$ cat config.mk
export PLATFORM = sky130hd
export DESIGN_NAME = rai_regs
export DESIGN_NICKNAME = d
export VERILOG_FILES = /design/src/logic/rai_pkg.sv /design/src/logic/rai_regs.sv
export SDC_FILE = /design/constraint.sdc
export NUM_CORES = 1
export LEC_CHECK = 0
export ABC_CLOCK_PERIOD_IN_PS = 4000
export BUFFER_PORTS_ARGS = -buffer_cell sky130_fd_sc_hd__buf_2
export CAP_MARGIN = 5
export CORE_UTILIZATION = 55
export DETAILED_ROUTE_END_ITERATION = 7
export HOLD_SLACK_MARGIN = 0.03
export PLACE_DENSITY = 0.92
export RECOVER_POWER = 100
export SLEW_MARGIN = 20
export SYNTH_ARGS = -nofsm -noshare
export SYNTH_HDL_FRONTEND = slang
export SYNTH_SLANG_ARGS = --single-unit
$ cat constraint.sdc
create_clock -name clk -period 4 [get_ports clk]
set_input_delay 0.6 -clock clk [delete_from_list [all_inputs] [get_ports clk]]
set_output_delay 0.6 -clock clk [all_outputs]
set_load 0.005 [all_outputs]
$ cat src/logic/rai_pkg.sv
// package for the right adc input mix configuration registers
package rai_pkg;
    localparam logic [6:0] RAI_FIRST_OFS = 7'h16;
    localparam logic [6:0] RAI_SECOND_OFS = 7'h17;
    localparam logic [7:0] RAI_FIRST_RST = 8'h78;
    localparam logic [7:0] RAI_SECOND_RST = 8'h78;
    localparam int RAI_DIFF_BIT = 7;
    localparam int RAI_LEVEL_LSB = 3;
    localparam int RAI_PWR_BIT = 2;
    localparam int RAI_BIAS_BIT = 2;
    localparam int RAI_SS_LSB = 0;
    localparam logic [3:0] RAI_LEVEL_OFF = 4'hf;
    localparam logic [3:0] RAI_LEVEL_MAX = 4'h8;
    localparam logic [4:0] RAI_HALF_DB_PER_CODE = 5'h3;
    localparam logic [7:0] RAI_SECOND_WMASK = 8'hfc;
    localparam logic [1:0] RAI_SS_ONE_FS = 2'h0;
    localparam logic [1:0] RAI_SS_TWO_FS = 2'h1;

    typedef struct packed {
        logic wr;
        logic rd;
        logic [6:0] addr;
        logic [7:0] wdata;
    } rai_req_t;

    typedef struct packed {
        logic first_diff;
        logic [4:0] first_atten_half_db;
        logic first_connect;
        logic adc_power_up;
        logic soft_step_en;
        logic soft_step_two_fs;
        logic second_diff;
        logic [4:0] second_atten_half_db;
        logic second_connect;
        logic weak_cm_bias;
    } rai_cfg_t;

    typedef struct packed {
        logic [7:0] first;
        logic [7:0] second;
        logic [7:0] rdata;
        logic rvalid;
        rai_cfg_t cfg;
    } rai_state_t;
endpackage

$ cat src/logic/rai_regs.sv
// right adc input mix configuration registers with decoded analog controls
`timescale 1ns/1ps
module rai_regs (
    input wire logic clk,
    input wire logic rst,
    input rai_pkg::rai_req_t req,
    output logic [7:0] rdata_q,
    output logic rvalid_q,
    output rai_pkg::rai_cfg_t cfg_q
);
    rai_pkg::rai_state_t st_q;
    rai_pkg::rai_state_t st_d;

    // attenuation in half-dB units; codes outside the valid set leave the input off
    function automatic logic [5:0] level_decode(input logic [3:0] code, input logic coarse);
        logic ok;
        logic [4:0] att;
        ok = (code <= rai_pkg::RAI_LEVEL_MAX) && (!coarse || code[1:0] == 2'h0);
        att = ok ? 5'({1'b0, code} * rai_pkg::RAI_HALF_DB_PER_CODE) : 5'h00;
        level_decode = {att, ok};
    endfunction

    always_comb begin
        logic [5:0] lv1;
        logic [5:0] lv2;
        lv1 = 6'h00;
        lv2 = 6'h00;
        st_d = st_q;
        st_d.rvalid = req.rd;
        if (req.wr && req.addr == rai_pkg::RAI_FIRST_OFS) begin
            st_d.first = req.wdata;
        end
        if (req.wr && req.addr == rai_pkg::RAI_SECOND_OFS) begin
            st_d.second = req.wdata & rai_pkg::RAI_SECOND_WMASK;
        end
        if (req.addr == rai_pkg::RAI_FIRST_OFS) begin
            st_d.rdata = st_q.first;
        end else if (req.addr == rai_pkg::RAI_SECOND_OFS) begin
            st_d.rdata = st_q.second;
        end else begin
            st_d.rdata = 8'h00;
        end
        if (!req.rd) begin
            st_d.rdata = st_q.rdata;
        end
        lv1 = level_decode(st_d.first[rai_pkg::RAI_LEVEL_LSB +: 4], 1'b0);
        lv2 = level_decode(st_d.second[rai_pkg::RAI_LEVEL_LSB +: 4], 1'b1);
        st_d.cfg.first_diff = st_d.first[rai_pkg::RAI_DIFF_BIT];
        st_d.cfg.first_atten_half_db = lv1[5:1];
        // disconnect code / auto route on valid code
        st_d.cfg.first_connect = lv1[0];
        st_d.cfg.adc_power_up = st_d.first[rai_pkg::RAI_PWR_BIT];
        st_d.cfg.soft_step_en = !st_d.first[rai_pkg::RAI_SS_LSB + 1];
        st_d.cfg.soft_step_two_fs = st_d.first[rai_pkg::RAI_SS_LSB +: 2] == rai_pkg::RAI_SS_TWO_FS;
        st_d.cfg.second_diff = st_d.second[rai_pkg::RAI_DIFF_BIT];
        st_d.cfg.second_atten_half_db = lv2[5:1];
        st_d.cfg.second_connect = lv2[0];
        st_d.cfg.weak_cm_bias = st_d.second[rai_pkg::RAI_BIAS_BIT];
        // reset defaults; cfg outputs clear to zero and follow the registers again from the first edge after reset
        if (rst) begin
            st_d.first = rai_pkg::RAI_FIRST_RST;
            st_d.second = rai_pkg::RAI_SECOND_RST;
            st_d.rdata = 8'h00;
            st_d.rvalid = 1'b0;
            st_d.cfg = '0;
        end
    end

    always_ff @(posedge clk) begin
        st_q <= st_d;
    end

    assign rdata_q = st_q.rdata;
    assign rvalid_q = st_q.rvalid;
    assign cfg_q = st_q.cfg;

    logic past_rst_q;
    always_ff @(posedge clk) begin
        past_rst_q <= rst;
    end
endmodule

# == Yosys cells after proc, flatten, opt, wreduce, memory -nomap -nowiden ==
# Index checks and enable logic that the tools add are counted.
# totals
inputBits,19
word_cells,34
reg_bits,41
# op_classes
mul,2
reduce_logical,7
n_lt_le_gt_ge,2
n_eq_ne,3
muxes,4
n_bitwise,2
# op_table
cell,n
$mux W8,4
$eq A7 B5 Y1 const B,2
$mul A4 B2 Y5 const B,2
$le A4 B4 Y1 const B,2
$reduce_or A2 Y1,2
$logic_and A1 B1 Y1,3
$eq A2 B1 Y1 const B,1
$logic_not A2 Y1,1
$not A1 Y1,2
$logic_not A1 Y1,1

# == Longest topological paths before layout ==
# Gate-level depths: netlist of the first run.
# depth
ltp_word,7
depth_mapped,10

# == Least setup slack after synthesis of the first run ==
# No wires, ideal clock.
# synth_path
path_kind,in2reg
from,input req[8] (netlist bit)
to,"register st_q, in the netlist cfg_q[15]"
arrival_time_ps,2522
path_stages,10
path_slack_ps,1345
setup_ps,133
cell_sequence,buf_6 and4bb_1 buf_4 nand2_4 buf_6 mux2_4 ha_1 fa_1 a311oi_1 a22oi_1
# synth_between
elab_chain_cells,6
elab_cells_between_ends,7
cone_classes,mul: 1; order compare: 1; eq/ne: 1; mux: 1; bitwise: 1; reduce/logical: 2
# synth_lines
item,line_no,rtl
from (decl),rai_regs.sv:6,"input rai_pkg::rai_req_t req,"
$eq A7 B5 Y1 (*),rai_regs.sv:30,if (req.wr && req.addr == rai_pkg::RAI_FIRST_OFS) begin
$logic_and A1 B1 Y1 (*),rai_regs.sv:30,
$mux W8 (*),rai_regs.sv:30,
branches (longest 3 deep; another with $mul A4 B2 Y5),--,
to (signal assigned),rai_regs.sv:70,st_q <= st_d;
to (decl),rai_regs.sv:11,rai_pkg::rai_state_t st_q;
# Every way passes the cells marked *.
# A chain may end at the register's enable or synchronous reset.

# == Worst setup path after layout of the first run ==
# layout_path
from,input req[13] (netlist bit)
to,"register st_q, in the netlist cfg_q[2]"
# layout_between
elab_chain_cells,7
elab_cells_between_ends,9
cone_classes,mul: 1; order compare: 1; eq/ne: 1; mux: 1; bitwise: 1; reduce/logical: 4
# layout_lines
item,line_no,rtl
$eq A7 B5 Y1 (*),rai_regs.sv:33,if (req.wr && req.addr == rai_pkg::RAI_SECOND_OFS) begin
$logic_and A1 B1 Y1 (*),rai_regs.sv:33,
$mux W8 (*),rai_regs.sv:33,
branches (longest 4 deep; another with $mul A4 B2 Y5),--,
# Marked as above.

==> impl_results.md, run 1 <==
- Row count: 21
- Critical path type: in -> reg
- Initial cell density of the core: 0.580
- Worst R2R Start: st_q[38]$_SDFF_PP1_
- Final Instance Area: 0.00202 sq mm
- Largest family of logic cells by synthesized area: simple AND/OR/NAND/NOR gates
- CP required: 4.27 ns
- Leading cell types by total area after synthesis: dfxtp_1 38%, buf_4 10%, mux2i_1 5.6%
- CTS max path bufs: 2
- Sequential Power Share: 0.587
- Fill cells: 317
- Grt met1 use: 0.260
- Cells after Synth: 210
- Final hold slack: 0.515 ns
- Sw Ratio: 0.230
- Final period util: 0.729
- Synth Area in Simple Gates: 0.229
- Postcts setup bufs: 0
- Per-cell routed wire length: 13.7 um
- GR peak layer: met2
- Tot Pwr: 0.632 mW
- Clock share of power: 0.351
- Commonest non-fill, non-tap cell in the layout: dfxtp_1
- DIE HEIGHT: 61.8 um
- Synthesized flop and latch total: 37
- Fmax: 343 MHz
- Startpoint types: primary input
- Pre-CTS setup slack: 1.10 ns
- First-pass GRT wire length: 6000 um
- Final ANT Viol Nets: 0
- Die area: 0.00382 sq mm
- Syn nets: 234
- GR Overflow Total: 0
- Pre-Repair DR Iteration Count: 4
- CTS Buf Count: 5
- Yosys Warn Count: 0
- Max Fanout on Critical Path: 13
- Lkg Pwr: 0.778 nW
- Largest net degree at the start of global routing: 21
- I/O pin count: 46
- GPL Wtd Cong: 0.897
- Core area: 0.00339 sq mm
- Initial DRC count: 50
- P per Cell Area: 313 mW/mm^2
- Placed cell area: 0.00200 sq mm
- Setup TNS: 0 ns
- Worst slew pin tran: 1.04 ns
- CTS tree: yes
- CP endpoint kind: register
- Asr flop ratio synth: 0
- Share of the synthesized area in the top cell type: 0.377
- Total clock sinks: 37
- Final WL: 3750 um
- Syn-to-layout area delta: 2.48%
- Synth area leader: dfxtp_1
- Initial antenna violation count: 0
- Clk_skew: 0.0121 ns
- Sequential fraction of the synthesis area: 0.377
- Met3 usage: 0.0600
- Sw Pwr: 0.145 mW
- Min-delay src: req[0]
- Slowest stage delay, CP: 0.90 ns
- Port bufs: 45
- Post-layout worst setup margin: 1.09 ns
- Setup crit start: req[13]
- M2 GR Usage: 0.359
- Comb power frac: 0.061
- Max-cap violation count: 0
- Clock transition at path regs: 0.11 ns
- Fin crit period: 2.91 ns
- Cell Int Power: 0.487 mW
- Share of cells above drive strength 1: 0.172
- Complex-gate fraction of the synthesized area: 0.0891
- Mux share of post-synthesis cell area: 0.123
- Vias in the first global route: 1,337
- Critical Path Slowest Stage Cell: nor2_1
- Syn_area_per_cell: 9.37 sq um
- Adder-Cell Fraction of Synth Area: 0.0356
- CTS resizes: 0
- Slew HR: 0.304
- Hold crit path type: in -> reg
- Final Max Tran Viols: 0
- Final hold violation count: 0
- Most frequent cells in the layout: 37 x dfxtp_1, 23 x clkbuf_1, 22 x buf_2
- Nets: 250
- Residual DRC: 0
- H-tree depth: 2
- Die width: 61.8 um
- Cts hold-fix bufs: 0
- Count of cell types in the netlist: 45
- Syn Std Cell Area: 0.00197 sq mm
- RSZ-0062 raised after global routing: false
- Main synth FF type: dfxtp_1
- Detailed-route via count: 1,461
- ANT cells: 0
- Vias per cell: 5.35
- Dpl hpwl: 2770 um
- Xor/xnor share of the synthesized area: 0.00891
- CP cell instances: buf_2, nand4bb_1, nor2_1, mux2i_1, ha_1, nand2_1, nor3b_1, nor2b_1
- CP Data Arrival Time: 3.19 ns
- Worst skew pair latency: 0.34 ns
- Worst VDD drop: 0.206 mV
- CTS root buffer: clkbuf_4
- Gr usage total: 0.216
- Status: completed
- EDFF count, synth: 0
- Final setup viols: 0
==> cells by family (layout without fill, tap and decap cells) <==
group                      count (synthesis)  in the layout
DFF                                       37             37
and+or+nand+nor                           76             76
buffers and inverters                     40             57
muxes                                     21             21
adders and majority gates                  5              5
AOI/OAI and AO/OA                         29             29
xor gates and xnor gates                   2              2
==> worst max-delay path, delay by kind of cell <==
| family | cells | cell delay (ns) |
|---|---|---|
| buffers and inverters | 1 | 0.11 |
| multiplexers | 1 | 0.39 |
| adder cells (fa/ha/maj) | 1 | 0.19 |
| AND/OR/NAND/NOR | 5 | 1.89 |
==> worst paths after layout <==
path	end	depth (start not counted)	slack [ns]
worst max-delay path	cfg_q[2]$_SDFF_PP0_	8	1.09
worst min-delay path	st_q[35]$_SDFF_PP0_	3	0.52
worst max register to register	cfg_q[15]$_SDFF_PP0_	5	2.17
worst min register to register	cfg_q[8]$_SDFF_PP0_	2	0.54
==> Yosys cell counts, types with 2 or more instances <==
| master | instances |
|---|---|
| ha_1 | 4 |
| nand2b_1 | 9 |
| buf_4 | 27 |
| mux2i_1 | 11 |
| nand2_1 | 10 |
| inv_1 | 3 |
| nand3_1 | 3 |
| a21oi_1 | 13 |
| o21ai_0 | 5 |
| mux2_4 | 2 |
| nor2_1 | 17 |
| nand4b_1 | 2 |
| clkbuf_1 | 4 |
| nand4bb_1 | 3 |
| mux2_2 | 6 |
| nor3_1 | 4 |
| nand3b_1 | 2 |
| dfxtp_1 | 37 |
| o211ai_1 | 2 |
| buf_6 | 2 |
| nor2b_1 | 11 |
| a311oi_1 | 3 |
| and2_1 | 5 |
| buf_2 | 4 |
==> power groups by stage <==
stage | logic, mW | registers, mW | clock network [mW]
after floorplan | 0.0229 | 0.379 | 0
after global placement | 0.0389 | 0.379 | 0
after detailed placement | 0.0398 | 0.379 | 0
after CTS | 0.0399 | 0.371 | 0.225
after global routing | 0.0427 | 0.371 | 0.241
final | 0.0388 | 0.371 | 0.222
==> cell type report <==
type | count | area, sq um | share of cell area
multi-input cells | 133 | 932 | 0.462
flip-flops and latches | 37 | 741 | 0.367
repair buffers | 46 | 204 | 0.101
clock buffers | 7 | 65.1 | 0.0323
well taps | 46 | 57.6 | 0.0286
inverters | 3 | 11.3 | 0.00559
clock inverters | 1 | 5.00 | 0.00248
==> metrics by stage <==
stage                      util  instances
after detailed placement  0.589        265
after floorplan               -        210
after CTS                 0.610        273
after global placement    0.589        265
final                     0.595        273
after global routing      0.595        273
==> state kept, by name (all words and copies together) (netlist names) <==
register  flops
rdata_q       8
st_q         14
cfg_q        14
rvalid_q      1
==> per-layer routing <==
layer | part of all wire | wire length [um]
met2 | 0.47 | 1760
met1 | 0.45 | 1690
met5 | 0 | 0
met4 | 0.014 | 53
met3 | 0.065 | 243
(Power assumes the default switching activity.)
==> run 2, diff against run 1 <==
- ABC_CLOCK_PERIOD_IN_PS: 4000 -> 2800
- CORE_UTILIZATION: 55 -> 53
- PLACE_DENSITY: 0.92 -> 0.9
- clock period: 4 -> 2.8 ns (I/O delays scaled with it)
==> impl_results.md, run 2 (same netlist as run 1, synthesis figures left out) <==
- Initial DRC count: 90 (+80%)
- H-tree depth: 2 (unchanged)
- Initial cell density of the core: 0.571 (-0.00886)
- Nets: 253 (+1.2%)
- Clk_skew: 0.0110 ns (-0.00110 ns)
- CP endpoint kind: register
- Max-cap violation count: 0 (unchanged)
- Critical path type: in -> reg
- Final ANT Viol Nets: 0 (unchanged)
- Status: completed
- CTS resizes: 0 (unchanged)
- CTS Buf Count: 5 (unchanged)
- Worst skew pair latency: 0.29 ns (-0.05 ns)
- Final WL: 3700 um (-1.3%)
- Post-Route Utilization: 0.603 (+0.00837)
- CTS root buffer: clkbuf_8
- Slew HR: 0.431 (+0.128)
- Non-Filler Instances: 276 (+1.1%)
- DIE HEIGHT: 62.9 um (+1.8%)
- Initial antenna violation count: 0 (unchanged)
- Total clock sinks: 37 (unchanged)
- First-pass GRT wire length: 6090 um (+1.4%)
- Final Max Tran Viols: 0 (unchanged)
- Final hold slack: 0.378 ns (-0.137 ns)
- Clock transition at path regs: 0.07 ns (-0.04 ns)
- Final setup viols: 0 (unchanged)
- Delay-heaviest family, CP: adder cells
- Fmax: 406 MHz
- Row count: 21 (unchanged)
- Commonest non-fill, non-tap cell in the layout: dfxtp_1
- Lkg Pwr: 0.870 nW (+12%)
- Postcts setup bufs: 0 (unchanged)
- GR Overflow Total: 0 (unchanged)
- P per Cell Area: 451 mW/mm^2 (+44%)
- ANT cells: 0 (unchanged)
- Die width: 62.9 um (+1.8%)
- Dpl hpwl: 2760 um (-0.51%)
- Syn-to-layout area delta: 5.53%
- Share of cells above drive strength 1: 0.243 (+0.0717)
- CP cell instances: clkbuf_1, and4bb_1, nand2_4, mux2_1, ha_1, fa_1, a311oi_1, a22oi_1
- Largest net degree at the start of global routing: 21 (unchanged)
- Tot Pwr: 0.936 mW (+48%)
- CP required: 2.95 ns (-1.32 ns)
- CTS max path bufs: 2 (unchanged)
- RSZ-0062 raised after global routing: false
- Fin crit period: 2.47 ns
- Worst slew pin tran: 0.853 ns (-0.188 ns)
- Vias in the first global route: 1,344 (+0.52%)
- GPL Wtd Cong: 0.875 (-2.5%)
- Final hold violation count: 0 (unchanged)
- I/O pin count: 46 (unchanged)
- Setup TNS: 0 ns (unchanged)
- Critical Path Slowest Stage Cell: fa_1
- Cts hold-fix bufs: 0 (unchanged)
- Die area: 0.00396 sq mm (+3.7%)
- Residual DRC: 0 (unchanged)
- Fill cells: 333 (+5.0%)
- Slowest stage delay, CP: 0.44 ns (-0.46 ns)
- Final period util: 0.880
- Core area: 0.00344 sq mm (+1.6%)
- Hold crit path type: in -> reg
- Per-cell routed wire length: 13.4 um (-2.3%)
- Detailed-route via count: 1,462 (+0.068%)
- Startpoint types: primary input
- Critical path buffers and inverters: 1 (unchanged)
- Most frequent cells in the layout: 37 x dfxtp_1, 36 x buf_2, 18 x nor2_1
- Max Fanout on Critical Path: 11 (-2)
- Gr usage total: 0.202 (-0.0138)
- Worst VDD drop: 0.258 mV (+25%)
- Vias per cell: 5.30 (-1.0%)
- CP Data Arrival Time: 2.62 ns (-0.57 ns)
- CTS tree: yes
- DP Cell Count: 268 (+1.1%)
- Pre-Repair DR Iteration Count: 4 (unchanged)
- Port bufs: 45 (unchanged)
run 2: metal layers:
metal | part of all wire | GRT usage | vias to the layer above
li1 | - | - | 738
met1 | 0.46 | 0.245 | 657
met2 | 0.46 | 0.332 | 60
met3 | 0.068 | 0.0657 | 7
met4 | 0.014 | 0.0698 | 0
met5 | 0 | 0 | -
run 2: stage by stage:
step / worst slack [ns] / instance area [sq um]
floorplan: 0.325 / 1970
global placement: 0.230 / 2020
detailed placement: 0.196 / 2020
CTS: 0.495 / 2100
global route: 0.184 / 2080
finish: 0.335 / 2080
run 2: report_power, final:
group	internal [mW]	switching, mW
clock network	0.172	0.178
logic	0.0226	0.0334
registers	0.529	0.00136
total	0.723	0.213
run 2: path summary, 6_finish.rpt:
check | startpoint | slack [ns] | endpoint | depth (start not counted)
max | req[8] | 0.33 | cfg_q[15]$_SDFF_PP0_ | 8
min reg2reg | st_q[34]$_SDFFE_PP0N_ | 0.53 | st_q[34]$_SDFFE_PP0N_ | 2
min | req[2] | 0.38 | st_q[37]$_SDFFE_PP0P_ | 3
max reg2reg | st_q[39]$_SDFF_PP1_ | 0.94 | cfg_q[15]$_SDFF_PP0_ | 5
run 2: tightest hold or removal path, stage by stage:
cell and delay, ns:
buf_2 0.08, mux2i_1 0.06, nor2_1 0.07
run 2: final cells by class:
class | count | area (sq um) | area share
clock buffer | 6 | 72.6 | 0.0350
clock inverter | 2 | 10.0 | 0.00482
inverter | 3 | 11.3 | 0.00542
multi-input combinational | 133 | 940 | 0.453
sequential | 37 | 741 | 0.357
tap | 46 | 57.6 | 0.0277
timing repair buffer | 49 | 244 | 0.118
